### src/hdl/twm_params.svh
`ifndef TWM_PARAMS_SVH
`define TWM_PARAMS_SVH

// register byte addresses
`define TWM_ADDR_CTL 12'h000
`define TWM_ADDR_DATA 12'h004
`define TWM_ADDR_STAT 12'h008
`define TWM_ADDR_RATE 12'h00C

// control register bit positions
`define TWM_CTL_FLAG 7
`define TWM_CTL_ACKEN 6
`define TWM_CTL_STA 5
`define TWM_CTL_STO 4
`define TWM_CTL_WCOL 3
`define TWM_CTL_EN 2
`define TWM_CTL_IE 0

// status register layout
`define TWM_STAT_PRESC_HI 1
`define TWM_STAT_CODE_LO 3

// status codes, prescaler bits taken as zero
`define TWM_ST_START 8'h08
`define TWM_ST_RESTART 8'h10
`define TWM_ST_AW_ACK 8'h18
`define TWM_ST_AW_NACK 8'h20
`define TWM_ST_TX_ACK 8'h28
`define TWM_ST_TX_NACK 8'h30
`define TWM_ST_ARB 8'h38
`define TWM_ST_AR_ACK 8'h40
`define TWM_ST_AR_NACK 8'h48
`define TWM_ST_RX_ACK 8'h50
`define TWM_ST_RX_NACK 8'h58
`define TWM_ST_IDLE 8'hF8

// bit engine: quarter-bit reload count, reset value
`define TWM_RATE_RESET 8'h7C
`define TWM_PHASE_SCL 2'h1
`define TWM_PHASE_LAST 2'h3
`define TWM_BIT_ACK 4'h8

`endif

### src/hdl/twm_pkg.sv
package twm_pkg;

  typedef enum logic [5:0] {
    TWM_IDLE = 6'b000001,
    TWM_WAITFREE = 6'b000010,
    TWM_START = 6'b000100,
    TWM_BYTE = 6'b001000,
    TWM_STOP = 6'b010000,
    TWM_HOLD = 6'b100000
  } twm_state_t;

  typedef struct packed {
    logic psel;
    logic penable;
    logic pwrite;
    logic [11:0] paddr;
    logic [31:0] pwdata;
  } twm_apb_req_t;

  typedef struct packed {
    logic flag;
    logic ackEn;
    logic staReq;
    logic stoReq;
    logic wcol;
    logic en;
    logic ie;
  } twm_ctl_t;

  typedef struct packed {
    twm_state_t state;
    logic [1:0] phase;
    logic [3:0] bitIdx;
    logic [7:0] qCnt;
    logic [7:0] qLimit;
    logic [7:0] shift;
    logic [7:0] dataReg;
    logic [7:0] code;
    logic [1:0] presc;
    twm_ctl_t ctl;
    logic owner;
    logic rxMode;
    logic addrPhase;
    logic ackBit;
    logic ackSeen;
    logic busy;
    logic sclPrev;
    logic sdaPrev;
    logic sclOe;
    logic sdaOe;
    logic pready;
    logic pslverr;
    logic [31:0] prdata;
  } twm_regs_t;

endpackage

### src/hdl/twm_sync.sv
module twm_sync #(
  parameter int WIDTH = 2
) (
  input wire logic clk_sys, // system clock
  input wire logic rst, // synchronous reset
  input wire logic [WIDTH-1:0] asyncIn, // pins from outside the domain
  output logic [WIDTH-1:0] syncOut // two-stage synchronised copy
);

  ////////////////////////////////////////////////////////////////////////////
  genvar i;
  generate
    for (i = 0; i < WIDTH; i++)
    begin : gBit
      logic meta_q;
      logic stable_q;
      // idle bus lines sit high, so reset to the released level
      always_ff @(posedge clk_sys)
      begin
        if (rst)
        begin
          meta_q <= 1'b1;
          stable_q <= 1'b1;
        end
        else
        begin
          meta_q <= asyncIn[i];
          stable_q <= meta_q;
        end
      end
      assign syncOut[i] = stable_q;
    end
  endgenerate

endmodule

### src/hdl/twm_master.sv
// The register offsets and the APB register port were decided locally.
`include "twm_params.svh"

// Contract
// - status codes compare with the two prescaler bits masked to zero
// - a requested start waits until the bus is free
// - start sent sets the done flag with status 0x08
// - writing one clears the done flag; every bus step waits for it
// - address direction bit selects master transmit or master receive mode
// - read address and acknowledge done set flag with 0x38, 0x40 or 0x48
// - each received byte is valid in the data register when flag rises
// - after a sent data byte status is 0x28 on ack, 0x30 on nack
// - in 0x28 or 0x30 a clear with no start or stop sends next byte
// - clear with start one, stop zero sends a repeated start, bus kept
// - clear with stop one sends stop, then stop request clears itself
// - clear with start and stop one sends stop then start, stop request clears
// - arbitration lost gives 0x38; clear without start releases the bus
// - after arbitration loss, clear with start waits for free bus, then starts
// - repeated start gives 0x10 and any slave or direction may follow
// - data write while flag low is dropped and sets the collision flag
// - acknowledge enable at flag clear picks ack or nack for next received byte
module twm_master (
  input wire logic clk_sys, // system clock, 200 MHz
  input wire logic rst, // synchronous reset, active high
  input wire twm_pkg::twm_apb_req_t apbReq, // apb request group
  output logic [31:0] prdata, // apb read data
  output logic pready, // apb ready
  output logic pslverr, // apb error on unmapped address
  input wire logic sclIn, // clock line level
  output logic sclOut, // clock line drive value
  output logic sclOe, // clock line pulled low when high
  input wire logic sdaIn, // data line level
  output logic sdaOut, // data line drive value
  output logic sdaOe // data line pulled low when high
);

  twm_pkg::twm_regs_t st_q;
  twm_pkg::twm_regs_t st_d;
  logic [1:0] lineSync;
  logic sclS;
  logic sdaS;
  logic tick;
  logic advance;
  logic byteDone;
  logic mapped;
  logic apbAcc;
  logic apbDone;
  logic [31:0] readData;

  twm_sync #(.WIDTH(2)) uSync (
    .clk_sys(clk_sys),
    .rst(rst),
    .asyncIn({sclIn, sdaIn}),
    .syncOut(lineSync)
  );

  assign sclS = lineSync[1];
  assign sdaS = lineSync[0];

  ////////////////////////////////////////////////////////////////////////////
  // phase timing; a slave that stretches the clock stalls phase one
  assign tick = (st_q.qCnt == 8'h00);
  assign advance = tick && !((st_q.phase == `TWM_PHASE_SCL) && !sclS);
  assign byteDone = (st_q.state == twm_pkg::TWM_BYTE) && advance && st_q.ctl.en
    && (st_q.phase == `TWM_PHASE_LAST) && (st_q.bitIdx == `TWM_BIT_ACK);

  function automatic logic bitDrive(input logic rxData, input logic [3:0] idx,
    input logic msb, input logic ackb);
    if (idx == `TWM_BIT_ACK)
      bitDrive = rxData ? ackb : 1'b0;
    else
      bitDrive = rxData ? 1'b0 : !msb;
  endfunction

  function automatic logic ownsBit(input logic rxData, input logic [3:0] idx);
    ownsBit = (idx == `TWM_BIT_ACK) ? rxData : !rxData;
  endfunction

  ////////////////////////////////////////////////////////////////////////////
  assign apbAcc = apbReq.psel && apbReq.penable;
  assign apbDone = apbAcc && st_q.pready;
  assign mapped = (apbReq.paddr == `TWM_ADDR_CTL) || (apbReq.paddr == `TWM_ADDR_DATA)
    || (apbReq.paddr == `TWM_ADDR_STAT) || (apbReq.paddr == `TWM_ADDR_RATE);

  always_comb
  begin
    readData = 32'h0000_0000;
    case (apbReq.paddr)
      `TWM_ADDR_CTL: readData[7:0] = {st_q.ctl.flag, st_q.ctl.ackEn, st_q.ctl.staReq,
        st_q.ctl.stoReq, st_q.ctl.wcol, st_q.ctl.en, 1'b0, st_q.ctl.ie};
      `TWM_ADDR_DATA: readData[7:0] = st_q.dataReg;
      // code keeps its low bits zero so masking the prescaler leaves it
      `TWM_ADDR_STAT: readData[7:0] = {st_q.code[7:`TWM_STAT_CODE_LO], 1'b0, st_q.presc};
      `TWM_ADDR_RATE: readData[7:0] = st_q.qLimit;
      default: readData = 32'h0000_0000;
    endcase
  end

  ////////////////////////////////////////////////////////////////////////////
  always_comb
  begin
    st_d = st_q;
    // one wait state: pready rises in the second access cycle
    st_d.pready = 1'b0;
    st_d.pslverr = 1'b0;
    if (apbAcc && !st_q.pready)
    begin
      st_d.pready = 1'b1;
      st_d.pslverr = !mapped;
      st_d.prdata = readData;
    end
    if (apbDone && apbReq.pwrite)
    begin
      case (apbReq.paddr)
        `TWM_ADDR_CTL:
        begin
          if (apbReq.pwdata[`TWM_CTL_FLAG])
            st_d.ctl.flag = 1'b0;
          st_d.ctl.ackEn = apbReq.pwdata[`TWM_CTL_ACKEN];
          st_d.ctl.staReq = apbReq.pwdata[`TWM_CTL_STA];
          st_d.ctl.stoReq = apbReq.pwdata[`TWM_CTL_STO];
          st_d.ctl.en = apbReq.pwdata[`TWM_CTL_EN];
          st_d.ctl.ie = apbReq.pwdata[`TWM_CTL_IE];
        end
        `TWM_ADDR_DATA:
        begin
          if (st_q.ctl.flag)
          begin
            st_d.dataReg = apbReq.pwdata[7:0];
            st_d.ctl.wcol = 1'b0;
          end
          else
            st_d.ctl.wcol = 1'b1;
        end
        `TWM_ADDR_STAT: st_d.presc = apbReq.pwdata[`TWM_STAT_PRESC_HI:0];
        `TWM_ADDR_RATE: st_d.qLimit = apbReq.pwdata[7:0];
        default: st_d.presc = st_q.presc;
      endcase
    end

    // bus busy tracking from start and stop seen on the pins
    st_d.sclPrev = sclS;
    st_d.sdaPrev = sdaS;
    if (sclS && st_q.sclPrev && st_q.sdaPrev && !sdaS)
      st_d.busy = 1'b1;
    else if (sclS && !st_q.sdaPrev && sdaS)
      st_d.busy = 1'b0;

    if (tick)
      st_d.qCnt = advance ? st_q.qLimit : 8'h00;
    else
      st_d.qCnt = st_q.qCnt - 8'h01;

    // engine writes come last, so a hardware set of the flag beats a clear
    if (!st_q.ctl.en)
    begin
      st_d.state = twm_pkg::TWM_IDLE;
      st_d.sclOe = 1'b0;
      st_d.sdaOe = 1'b0;
      st_d.owner = 1'b0;
    end
    else
    begin
      unique case (st_q.state)
        twm_pkg::TWM_IDLE:
        begin
          st_d.sclOe = 1'b0;
          st_d.sdaOe = 1'b0;
          if (st_q.ctl.staReq && !st_q.ctl.flag)
            st_d.state = twm_pkg::TWM_WAITFREE;
        end
        twm_pkg::TWM_WAITFREE:
        begin
          if (!st_q.busy)
          begin
            st_d.state = twm_pkg::TWM_START;
            st_d.phase = 2'h0;
            st_d.qCnt = st_q.qLimit;
          end
        end
        twm_pkg::TWM_START:
        begin
          if (advance)
          begin
            st_d.phase = st_q.phase + 2'h1;
            unique case (st_q.phase)
              2'h0: st_d.sclOe = 1'b0;
              2'h1: st_d.sdaOe = 1'b1;
              2'h2: st_d.sclOe = 1'b1;
              2'h3:
              begin
                st_d.code = st_q.owner ? `TWM_ST_RESTART : `TWM_ST_START;
                st_d.owner = 1'b1;
                st_d.addrPhase = 1'b1;
                st_d.ctl.flag = 1'b1;
                st_d.state = twm_pkg::TWM_HOLD;
              end
            endcase
          end
        end
        twm_pkg::TWM_BYTE:
        begin
          if (advance)
          begin
            st_d.phase = st_q.phase + 2'h1;
            unique case (st_q.phase)
              2'h0: st_d.sclOe = 1'b0;
              2'h1:
              begin
                if (ownsBit(st_q.rxMode && !st_q.addrPhase, st_q.bitIdx)
                  && !st_q.sdaOe && !sdaS)
                begin
                  // another master pulled data low: give up the bus
                  st_d.state = twm_pkg::TWM_HOLD;
                  st_d.sclOe = 1'b0;
                  st_d.sdaOe = 1'b0;
                  st_d.owner = 1'b0;
                  st_d.code = `TWM_ST_ARB;
                  st_d.ctl.flag = 1'b1;
                end
                else if (st_q.bitIdx == `TWM_BIT_ACK)
                  st_d.ackSeen = !sdaS;
                else
                  st_d.shift = {st_q.shift[6:0], sdaS}; // tx shifts out, rx in
              end
              2'h2: st_d.sclOe = 1'b1;
              2'h3:
              begin
                if (st_q.bitIdx == `TWM_BIT_ACK)
                begin
                  st_d.ctl.flag = 1'b1;
                  st_d.state = twm_pkg::TWM_HOLD;
                  st_d.sdaOe = 1'b0;
                  if (st_q.addrPhase)
                  begin
                    st_d.addrPhase = 1'b0;
                    if (st_q.rxMode)
                      st_d.code = st_q.ackSeen ? `TWM_ST_AR_ACK : `TWM_ST_AR_NACK;
                    else
                      st_d.code = st_q.ackSeen ? `TWM_ST_AW_ACK : `TWM_ST_AW_NACK;
                  end
                  else if (st_q.rxMode)
                  begin
                    st_d.dataReg = st_q.shift;
                    st_d.code = st_q.ackBit ? `TWM_ST_RX_ACK : `TWM_ST_RX_NACK;
                  end
                  else
                    st_d.code = st_q.ackSeen ? `TWM_ST_TX_ACK : `TWM_ST_TX_NACK;
                end
                else
                begin
                  st_d.bitIdx = st_q.bitIdx + 4'h1;
                  st_d.sdaOe = bitDrive(st_q.rxMode && !st_q.addrPhase,
                    st_q.bitIdx + 4'h1, st_q.shift[7], st_q.ackBit);
                end
              end
            endcase
          end
        end
        twm_pkg::TWM_STOP:
        begin
          if (advance)
          begin
            st_d.phase = st_q.phase + 2'h1;
            unique case (st_q.phase)
              2'h0: st_d.sclOe = 1'b0;
              2'h1: st_d.sdaOe = 1'b0;
              2'h2: st_d.sdaOe = 1'b0;
              2'h3:
              begin
                st_d.ctl.stoReq = 1'b0;
                st_d.owner = 1'b0;
                st_d.code = `TWM_ST_IDLE;
                st_d.state = st_q.ctl.staReq ? twm_pkg::TWM_WAITFREE : twm_pkg::TWM_IDLE;
              end
            endcase
          end
        end
        twm_pkg::TWM_HOLD:
        begin
          st_d.sclOe = st_q.owner;
          if (!st_q.ctl.flag)
          begin
            st_d.phase = 2'h0;
            st_d.qCnt = st_q.qLimit;
            if (st_q.owner && st_q.ctl.stoReq)
            begin
              st_d.state = twm_pkg::TWM_STOP;
              st_d.sdaOe = 1'b1;
            end
            else if (st_q.ctl.staReq)
            begin
              // repeated start keeps the bus; after a loss wait for it
              st_d.state = st_q.owner ? twm_pkg::TWM_START : twm_pkg::TWM_WAITFREE;
              st_d.sdaOe = 1'b0;
            end
            else if (st_q.owner)
            begin
              st_d.state = twm_pkg::TWM_BYTE;
              st_d.bitIdx = 4'h0;
              st_d.shift = st_q.dataReg;
              st_d.ackBit = st_q.ctl.ackEn;
              if (st_q.addrPhase)
                st_d.rxMode = st_q.dataReg[0];
              st_d.sdaOe = bitDrive(st_q.rxMode && !st_q.addrPhase, 4'h0,
                st_q.dataReg[7], st_q.ctl.ackEn);
            end
            else
            begin
              st_d.state = twm_pkg::TWM_IDLE;
              st_d.sclOe = 1'b0;
              st_d.sdaOe = 1'b0;
            end
          end
        end
        default: st_d.state = twm_pkg::TWM_IDLE;
      endcase
    end
  end

  always_ff @(posedge clk_sys)
  begin
    if (rst)
    begin
      st_q <= '0;
      st_q.state <= twm_pkg::TWM_IDLE;
      st_q.qLimit <= `TWM_RATE_RESET;
      st_q.qCnt <= `TWM_RATE_RESET;
      st_q.code <= `TWM_ST_IDLE;
      st_q.sclPrev <= 1'b1;
      st_q.sdaPrev <= 1'b1;
    end
    else
      st_q <= st_d;
  end

  assign prdata = st_q.prdata;
  assign pready = st_q.pready;
  assign pslverr = st_q.pslverr;
  assign sclOe = st_q.sclOe;
  assign sdaOe = st_q.sdaOe;
  // open drain: the driven level is always low
  assign sclOut = 1'b0;
  assign sdaOut = 1'b0;
endmodule

### config.mk
export PLATFORM = sky130hd
export DESIGN_NAME = twm_master
export DESIGN_NICKNAME = d
export VERILOG_FILES = /design/src/hdl/twm_pkg.sv /design/src/hdl/twm_sync.sv /design/src/hdl/twm_master.sv
export VERILOG_INCLUDE_DIRS = /design/src /design/src/hdl
export SDC_FILE = /design/constraint.sdc
export NUM_CORES = 1
export LEC_CHECK = 0
export BUFFER_PORTS_ARGS = -buffer_cell sky130_fd_sc_hd__buf_4
export CORE_MARGIN = 8
export CORE_UTILIZATION = 45
export CTS_CLUSTER_DIAMETER = 80
export DETAILED_ROUTE_END_ITERATION = 8
export GPL_ROUTABILITY_DRIVEN = 0
export PLACE_DENSITY = 0.65
export RECOVER_POWER = 25
export SYNTH_ARGS = -nofsm -noshare
export SYNTH_HDL_FRONTEND = slang
export SYNTH_HIERARCHICAL = 1
export SYNTH_SLANG_ARGS = --single-unit
### constraint.sdc
create_clock -name clk_sys -period 2.2 [get_ports clk_sys]
set_input_delay 0.11 -clock clk_sys [delete_from_list [all_inputs] [get_ports clk_sys]]
set_output_delay 0.11 -clock clk_sys [all_outputs]
set_load 0.01 [all_outputs]
; ---- Yosys cells after proc, flatten, opt, wreduce, memory -nomap -nowiden
; Cells that the tools add are included.
[totals]
reg_bits = 85
input_bits = 51
out_inout_bits = 38
wordCells = 260
[op_classes]
n_addsub = 3
n_eq_ne = 39
mux = 120
n_bitwise = 6
reduce_logical = 59
[ops]
columns = cell, count
row1 = 2-to-1 mux 8 bit, 26
row2 = case mux 8 bit (2 select lines), 3
row3 = 2-to-1 mux 1 bit, 40
row4 = 2-to-1 mux 4 bit, 10
row5 = 2-to-1 mux 6 bit, 6
row6 = case mux 6 bit (6 select lines), 1
row7 = 2-to-1 mux 34 bit, 1
row8 = 2-to-1 mux 16 bit, 2
row9 = inequality test 2 bit (second input constant), 16
row10 = case mux 8 bit (4 select lines), 1
row11 = 2-to-1 mux 7 bit, 4
row12 = equality test 12 x 4 -> 1 bit (second input constant), 2
row13 = 2-to-1 mux 24 bit, 1
row14 = case mux 8 bit (3 select lines), 1
row15 = AND reduction 7 bit, 3
row16 = 2-to-1 mux 20 bit, 1
row17 = case mux 2 bit (5 select lines), 2
row18 = AND reduction 10 bit, 2
row19 = AND reduction 9 bit, 2
row20 = logical AND 1 bit, 16
row21 = AND reduction 8 bit, 2
row22 = 2-to-1 mux 5 bit, 3
row23 = 2-to-1 mux 2 bit, 7
row24 = equality test 12 x 3 -> 1 bit (second input constant), 1
row25 = other kinds (35), 74

; ---- Longest topological paths before layout
; Gate-level depths: netlist of the first run.
[logic_depth]
ltp_word = 11
ltp_mapped = 11

; ---- Hierarchy
; Netlist of the first run, hierarchy kept.
[by_module_without_submodules]
columns = module, instances, cells_each, area_per_inst_um2, seq_area_each_um2
row1 = twm_master, 1, 526, 4635.7, 1561.5
row2 = twm_sync, 1, 10, 120.1, 80.1

; ---- Worst setup path after synthesis of the first run
; OpenSTA, ideal clock, no wires.
[synth_timing]
kind = reg2reg
start = reg st_q[101] (netlist bit)
end = reg st_q[101] (netlist bit)
setup_ps = 119
arrival_ps = 2082
slack_ps = -1
path_stages_with_launch = 8
n_path_buf = 2
cell_sequence = dfxtp_1 -> clkbuf_1 -> xnor2_1 -> o22ai_1 -> a32o_1 -> or4_1 -> clkbuf_1 -> o221a_2
[synth_between]
elab_chain_len = 3
word_cells_on_any_way = 19
[synth_rtl]
columns = item, line_no
row1 = "start, declared", twm_master.sv:37  ; twm_pkg::twm_regs_t st_q;
row2 = "start signal, assigned", twm_master.sv:334  ; st_q <= st_d;
row3 = "equality test 6 x 4 -> 1 bit, or another cell as far along", twm_master.sv:164  ; unique case (st_q.state)
row4 = inequality test 3 x 2 -> 1 bit (no source line) / inequality test 2 bit (equally long branches), --
row5 = AND reduction 11 bit (no source line), --
; Several ways; a longest one is shown, not always the timed one.
; A chain may end at the register's enable or synchronous reset.

; ---- Worst setup path after layout of the first run
[layout_timing]
start = reg st_q[93] (netlist bit)
end = reg st_q, in the netlist sdaOe
[layout_between]
elab_chain_len = 7
word_cells_on_any_way = 13
[layout_rtl]
columns = item, line_no
row1 = adder 4 x 1 -> 4 bit, twm_master.sv:254  ; st_q.bitIdx + 4'h1, st_q.shift[7], st_q.ackBit);
row2 = equality test 4 bit (no source line), --
row3 = 2-to-1 mux 1 bit, twm_master.sv:69  ; if (idx == `TWM_BIT_ACK)
row4 = 2-to-1 mux 1 bit, twm_master.sv:229  ; if (st_q.bitIdx == `TWM_BIT_ACK)
row5 = case mux 1 bit (2 select lines), twm_master.sv:206  ; unique case (st_q.phase)
row6 = 2-to-1 mux 2 bit, twm_master.sv:203  ; if (advance)
row7 = case mux 2 bit (5 select lines), twm_master.sv:164
; Several ways; a longest one is shown, not always the timed one. The select of a mux whose other input is x is not followed.

==> results.md, run 1 <==
- Status: complete, but fails checks
- Failing checks: negative setup slack
- Startpoint types: flip-flop
- Synth top area share: 0.345
- Fin nets: 665
- Vias per cell: 5.76
- Max clock buf depth: 2
- IO buf count: 38
- Core area: 10,300 um2
- CTS Root Cell: clkbuf_8
- Clock transition at path regs: 0.10 ns
- Period minus WS final: 2.24 ns
- Leakage: 2.15 nW
- Crit path max fanout: 7
- Post-synth ARST share: 0
- Worst-Margin Slew: 0.547 ns
- RSZ-0062 raised after global routing: yes
- CTS Buf Count: 9
- Primary FF master, synth: dfxtp_1
- WL/cell: 17.6 um
- H-tree level count: 3
- Yosys cell types: 74
- First-pass GRT wire length: 21,500 um
- FF+latch count, synth: 82
- Crit Path Class: reg -> reg
- Die footprint: 14,100 um2
- Final wirelength: 13,100 um
- Worst Skew: 0.0154 ns
- Pwr dens: 509 nW/um2
- GR Layer Usage met1: 0.230
- Met3 Use GR: 0.0390
- Worst skew pair latency: 0.36 ns
- Drt pass-1 iters: 6
- Vias: 4,283
- Setup violators final: 1
- Antenna viol nets, final: 0
- Most used routing layer: met2
- Row Count: 37
- Crit path required time: 2.46 ns
- DRT iter0 DRCs: 344
- Peak VDD IR: 0.000331 V
- Critical path arrival: 2.51 ns
- Mapped Cells: 536
- Post-synth EDFFs: 0
- Die Wd: 119 um
- # diodes: 0
- Slew HR: 0.633
- HPWL after DPL: 9840 um
- CTS tree: done
- DRC violations left: 0
- Aggregate global routing overflow: 0
- Count of pins over their slew limit: 0
- IO Count: 89
- Met2 Track Usage GR: 0.297
- Die Ht: 119 um
- Initial Utilization: 0.463
- Largest net degree at the start of global routing: 43
- Final Hold Violating Endpoints: 0
- Final Power: 2.82 mW
- Ys Warns: 6
- # clock sinks: 82
- Syn Area/Cell: 8.87 um2
- Largest cells by area after synthesis: dfxtp_1 35%, mux2i_1 5.9%, buf_4 5.8%
- Critical Path Sink Type: flip-flop
- Worst setup margin: -0.0445 ns
- Number of global-route vias before repair: 4,197
- Max-Cap Viols: 0
- FMAX: 446 MHz
- Area grow syn2layout: 16.5%
- Final hold slack: 0.0152 ns
- Fin crit share: 1.02
- Total global-route track usage: 0.185
- Initial antenna violation count: 0
- Layout cells sized above 1: 0.235
- Area of the mapped netlist: 4760 um2
- Area leader, netlist: dfxtp_1
- Worst Hold Class: in -> reg
- Sequential element share of the synthesized area: 0.345
## Yosys cell counts (8+ instances only)
master and count:
dfxtp_1 82, nor2_1 67, buf_4 37, nand2_1 32, mux2i_1 28, nand3_1 20
a21oi_1 19, clkbuf_1 18, nor3_1 16, inv_1 15, a211oi_1 12, o21ai_0 12
ha_1 11, and3_1 9, nand4_1 8
## cell usage in the layout (no fill, tap or decap), types with 14 or more instances in the layout
cell type	n
inv_1	15
nand2_1	31
nor3_1	16
buf_4	79
clkbuf_1	14
mux2i_1	28
conb_1	26
a21oi_1	19
nor2_1	66
dfxtp_1	78
nand3_1	19
## power by group
| group | leakage, nW | switching (mW) | internal (mW) |
|---|---|---|---|
| combinational | 1.39 | 0.105 | 0.0819 |
| clock | 0.0931 | 0.671 | 0.444 |
| sequential | 0.666 | 0.0184 | 1.50 |
## what timing repair did
| item | in CTS | in global routing |
|---|---|---|
| cloned | 0 | 0 |
| setup buffers | 2 | 0 |
| gates resized for setup | 6 | 15 |
| endpoints found under the setup margin | 14 | 39 |
| pin swaps | 3 | 5 |
| hold endpoints to repair | 2 | 0 |
| hold buffers | 2 | 0 |
## flip-flops by register name, indices dropped and copies added, names as in the netlist
name                 count
pready                   1
prdata                   8
st_q                    66
sclOe                    1
uSync/gBit.stable_q      2
uSync/gBit.meta_q        2
pslverr                  1
sdaOe                    1
## through the flow
stage                     std cells  worst slack [ns]   TNS, ns  area, um2   util
after global placement          724          -0.00193  -0.00214       5270  0.513
after floorplan                 561           0.00882         0       4850      -
after global routing            744           -0.0936   -0.0936       5540  0.539
after detailed placement        724           -0.0986    -0.413       5270  0.513
final                           744           -0.0445   -0.0445       5540  0.539
after CTS                       744           -0.0657   -0.0657       5520  0.537
## per-layer routing
layer	part of all wire	vias up
met5	0	-
met4	0.037	0
met3	0.062	30
met2	0.47	163
met1	0.43	2067
li1	-	2023
## cell families after synthesis
| logic type | after synthesis | synth area share |
|---|---|---|
| DFF | 82 | 0.345 |
| xor gates and xnor gates | 10 | 0.0184 |
| buffers and inverters | 83 | 0.112 |
| and+or+nand+nor | 206 | 0.226 |
| AOI/OAI and AO/OA | 108 | 0.178 |
| adders and majority gates | 11 | 0.0289 |
| muxes | 35 | 0.0897 |
| other | 1 | 0.000789 |
## path summary, 6_finish.rpt
path | startpoint | to | slack (ns) | depth (start not counted)
worst min register to register | uSync/gBit[0].meta_q | uSync/gBit[0].stable_q | 0.41 | 1
worst max-delay path | st_q[93] | sdaOe | -0.04 | 9
worst min-delay path | apbReq[6] | st_q[49] | 0.02 | 3
worst max register to register | st_q[93] | sdaOe | -0.04 | 9
## worst max-delay path, cell delays in order, from the launching register on
cell and delay, ns:
dfxtp_2 0.33, inv_1 0.07, ha_2 0.19, nand3b_2 0.10, buf_6 0.16, xnor2_4 0.15, o311ai_4 0.37, o2111ai_2 0.19
or3_1 0.37, o211a_1 0.20
## layout make-up
class,count,area (um2)
multi-input cells,396,2760
clock buffers,9,124
well taps,136,170
inverters,15,56.3
repair buffers,99,716
clock inverters,7,71.3
flip-flops and latches,82,1650
fillers,973,4740
Power figures use the tool's default switching activity.
==> inputs of run 2 (changes only) <==
--- a/config.mk
+++ b/config.mk
@@ -9,7 +9,7 @@
 export BUFFER_PORTS_ARGS = -buffer_cell sky130_fd_sc_hd__buf_4
 export CORE_MARGIN = 8
 export CORE_UTILIZATION = 45
-export CTS_CLUSTER_DIAMETER = 80
+export CTS_CLUSTER_DIAMETER = 50
 export DETAILED_ROUTE_END_ITERATION = 8
 export GPL_ROUTABILITY_DRIVEN = 0
 export PLACE_DENSITY = 0.65
==> constraint.sdc (replaced) <==
create_clock -name clk_sys -period 2.2 [get_ports clk_sys]
set_input_delay 0.44 -clock clk_sys [delete_from_list [all_inputs] [get_ports clk_sys]]
set_output_delay 0.44 -clock clk_sys [all_outputs]
set_load 0.01 [all_outputs]
==> results.md, run 2 (same netlist as run 1, synthesis figures left out) <==
- Die Wd: 119 um
- Drt pass-1 iters: 5
- Fin crit share: 0.983
- Largest net degree at the start of global routing: 43
- CP max stage delay: 0.41 ns
- Final hold slack: 0.253 ns
- Initial antenna violation count: 0
- Worst Hold Class: in -> reg
- H-tree level count: 3
- Aggregate global routing overflow: 0
- Antenna viol nets, final: 0
- Worst setup margin: 0.0369 ns
- Fin nets: 667
- WL/cell: 17.3 um
- Crit Path Class: reg -> reg
- Count of pins over their slew limit: 0
- Die footprint: 14,100 um2
- Die Ht: 119 um
- First-pass GRT wire length: 21,100 um
- Worst path slowest cell: o311ai_4
- HPWL after DPL: 9760 um
- Clock transition at path regs: 0.10 ns
- CTS tree: done
- Critical path arrival: 2.43 ns
- Worst skew pair latency: 0.37 ns
- CP Cell Sequence: inv_2 > ha_4 > nand3b_4 > xnor2_2 > o311ai_4 > o2111ai_2 > or3_1 > o211a_1
- Worst Skew: 0.0125 ns
- Pwr dens: 516 nW/um2
- CTS Buf Count: 9
- Number of global-route vias before repair: 4,060
- Largest Register: st_q
- Final wirelength: 12,900 um
- Crit path required time: 2.47 ns
- # clock sinks: 82
- Row Count: 37
- Leading cell types in the layout, fill and taps excluded: 85 x buf_4, 77 x dfxtp_1, 66 x nor2_1
- CTS Root Cell: clkbuf_8
- Top delay family on crit path: compound AO/OA/AOI/OAI gates
- Critical Path Sink Type: flip-flop
- Layout cells sized above 1: 0.251
- Flip-flop count of the largest register after layout: 66
- IO buf count: 38
- Peak VDD IR: 0.000291 V
- Commonest non-fill, non-tap cell in the layout: buf_4
- Pre-CTS worst setup slack: -0.127 ns
- Setup violators final: 0
- Setup_tns: 0 ns
- Leakage: 2.16 nW
- # diodes: 0
- Initial Utilization: 0.463
- Final Hold Violating Endpoints: 0
- Worst-Margin Slew: 0.840 ns
- Vias per cell: 5.67
- Total global-route track usage: 0.182
- Vias: 4,228
- Max clock buf depth: 2
- RSZ-0062 raised after global routing: yes
- Core area: 10,300 um2
- Max-Cap Viols: 0
- DRT iter0 DRCs: 350
- FMAX: 462 MHz
- IO Count: 89
- Crit path max fanout: 5
- Slew HR: 0.440
- Startpoint types: flip-flop
- Status: completed
- Period minus WS final: 2.16 ns
- Worst Path Buf+Inv: 1
- DRC violations left: 0
- Area grow syn2layout: 17.4%
[run 2: cell count changes in the layout (fill, tap and decap cells not counted), sizes merged]
cell         before  now
bufinv            0    1
clkbuf           24   22
dlygate4sd3       2    0
inv              19   18
buf              82   88
[run 2: cell type report]
class / count / area, um2
clock inverter: 7 / 82.6
inverter: 15 / 56.3
tap: 136 / 170
multi-input combinational: 396 / 2760
fill: 969 / 4690
clock buffer: 9 / 124
sequential: 82 / 1650
timing repair buffer: 101 / 739
[run 2: path summary, 6_finish.rpt]
| path | slack (ns) | end | start | cells after the start |
|---|---|---|---|---|
| max | 0.04 | sdaOe | st_q[93] | 8 |
| min | 0.25 | uSync/gBit[1].meta_q | sclIn | 2 |
| min reg2reg | 0.41 | uSync/gBit[0].stable_q | uSync/gBit[0].meta_q | 1 |
| max reg2reg | 0.04 | sdaOe | st_q[93] | 8 |
[run 2: worst reg2reg max path, stage by stage (launching register included)]
cell,delay [ns]
dfxtp_2,0.34
inv_2,0.07
ha_4,0.15
nand3b_4,0.12
xnor2_2,0.19
o311ai_4,0.41
o2111ai_2,0.19
or3_1,0.40
o211a_1,0.20
[run 2: repair_timing]
item | CTS | global route
resized for setup | 11 | 16
hold buffers | 0 | 0
setup buffers | 3 | 0
pin swaps | 4 | 5
setup endpoints to repair | 15 | 33
[run 2: where the power goes]
group          switching (mW)  internal, mW  total (mW)
logic                   0.108        0.0853       0.194
clock network           0.632         0.543        1.17
registers              0.0150          1.50        1.51
[run 2: metrics by stage]
| step | cells | utilization | cell area [um2] | power (mW) |
|---|---|---|---|---|
| after detailed placement | 728 | 0.517 | 5310 | 1.74 |
| after CTS | 746 | 0.543 | 5580 | 2.90 |
| after global routing | 746 | 0.543 | 5580 | 3.00 |
| after global placement | 728 | 0.517 | 5310 | 1.73 |
| final | 746 | 0.543 | 5580 | 2.88 |
| after floorplan | 561 | - | 4850 | 1.69 |
[run 2: per-layer routing]
layer | routed length, um | vias to the layer above | GRT usage
met5 | 0 | - | 0
met4 | 210 | 0 | 0.0490
met3 | 794 | 16 | 0.0485
met2 | 6280 | 140 | 0.304
met1 | 5620 | 2037 | 0.226
li1 | - | 2035 | -
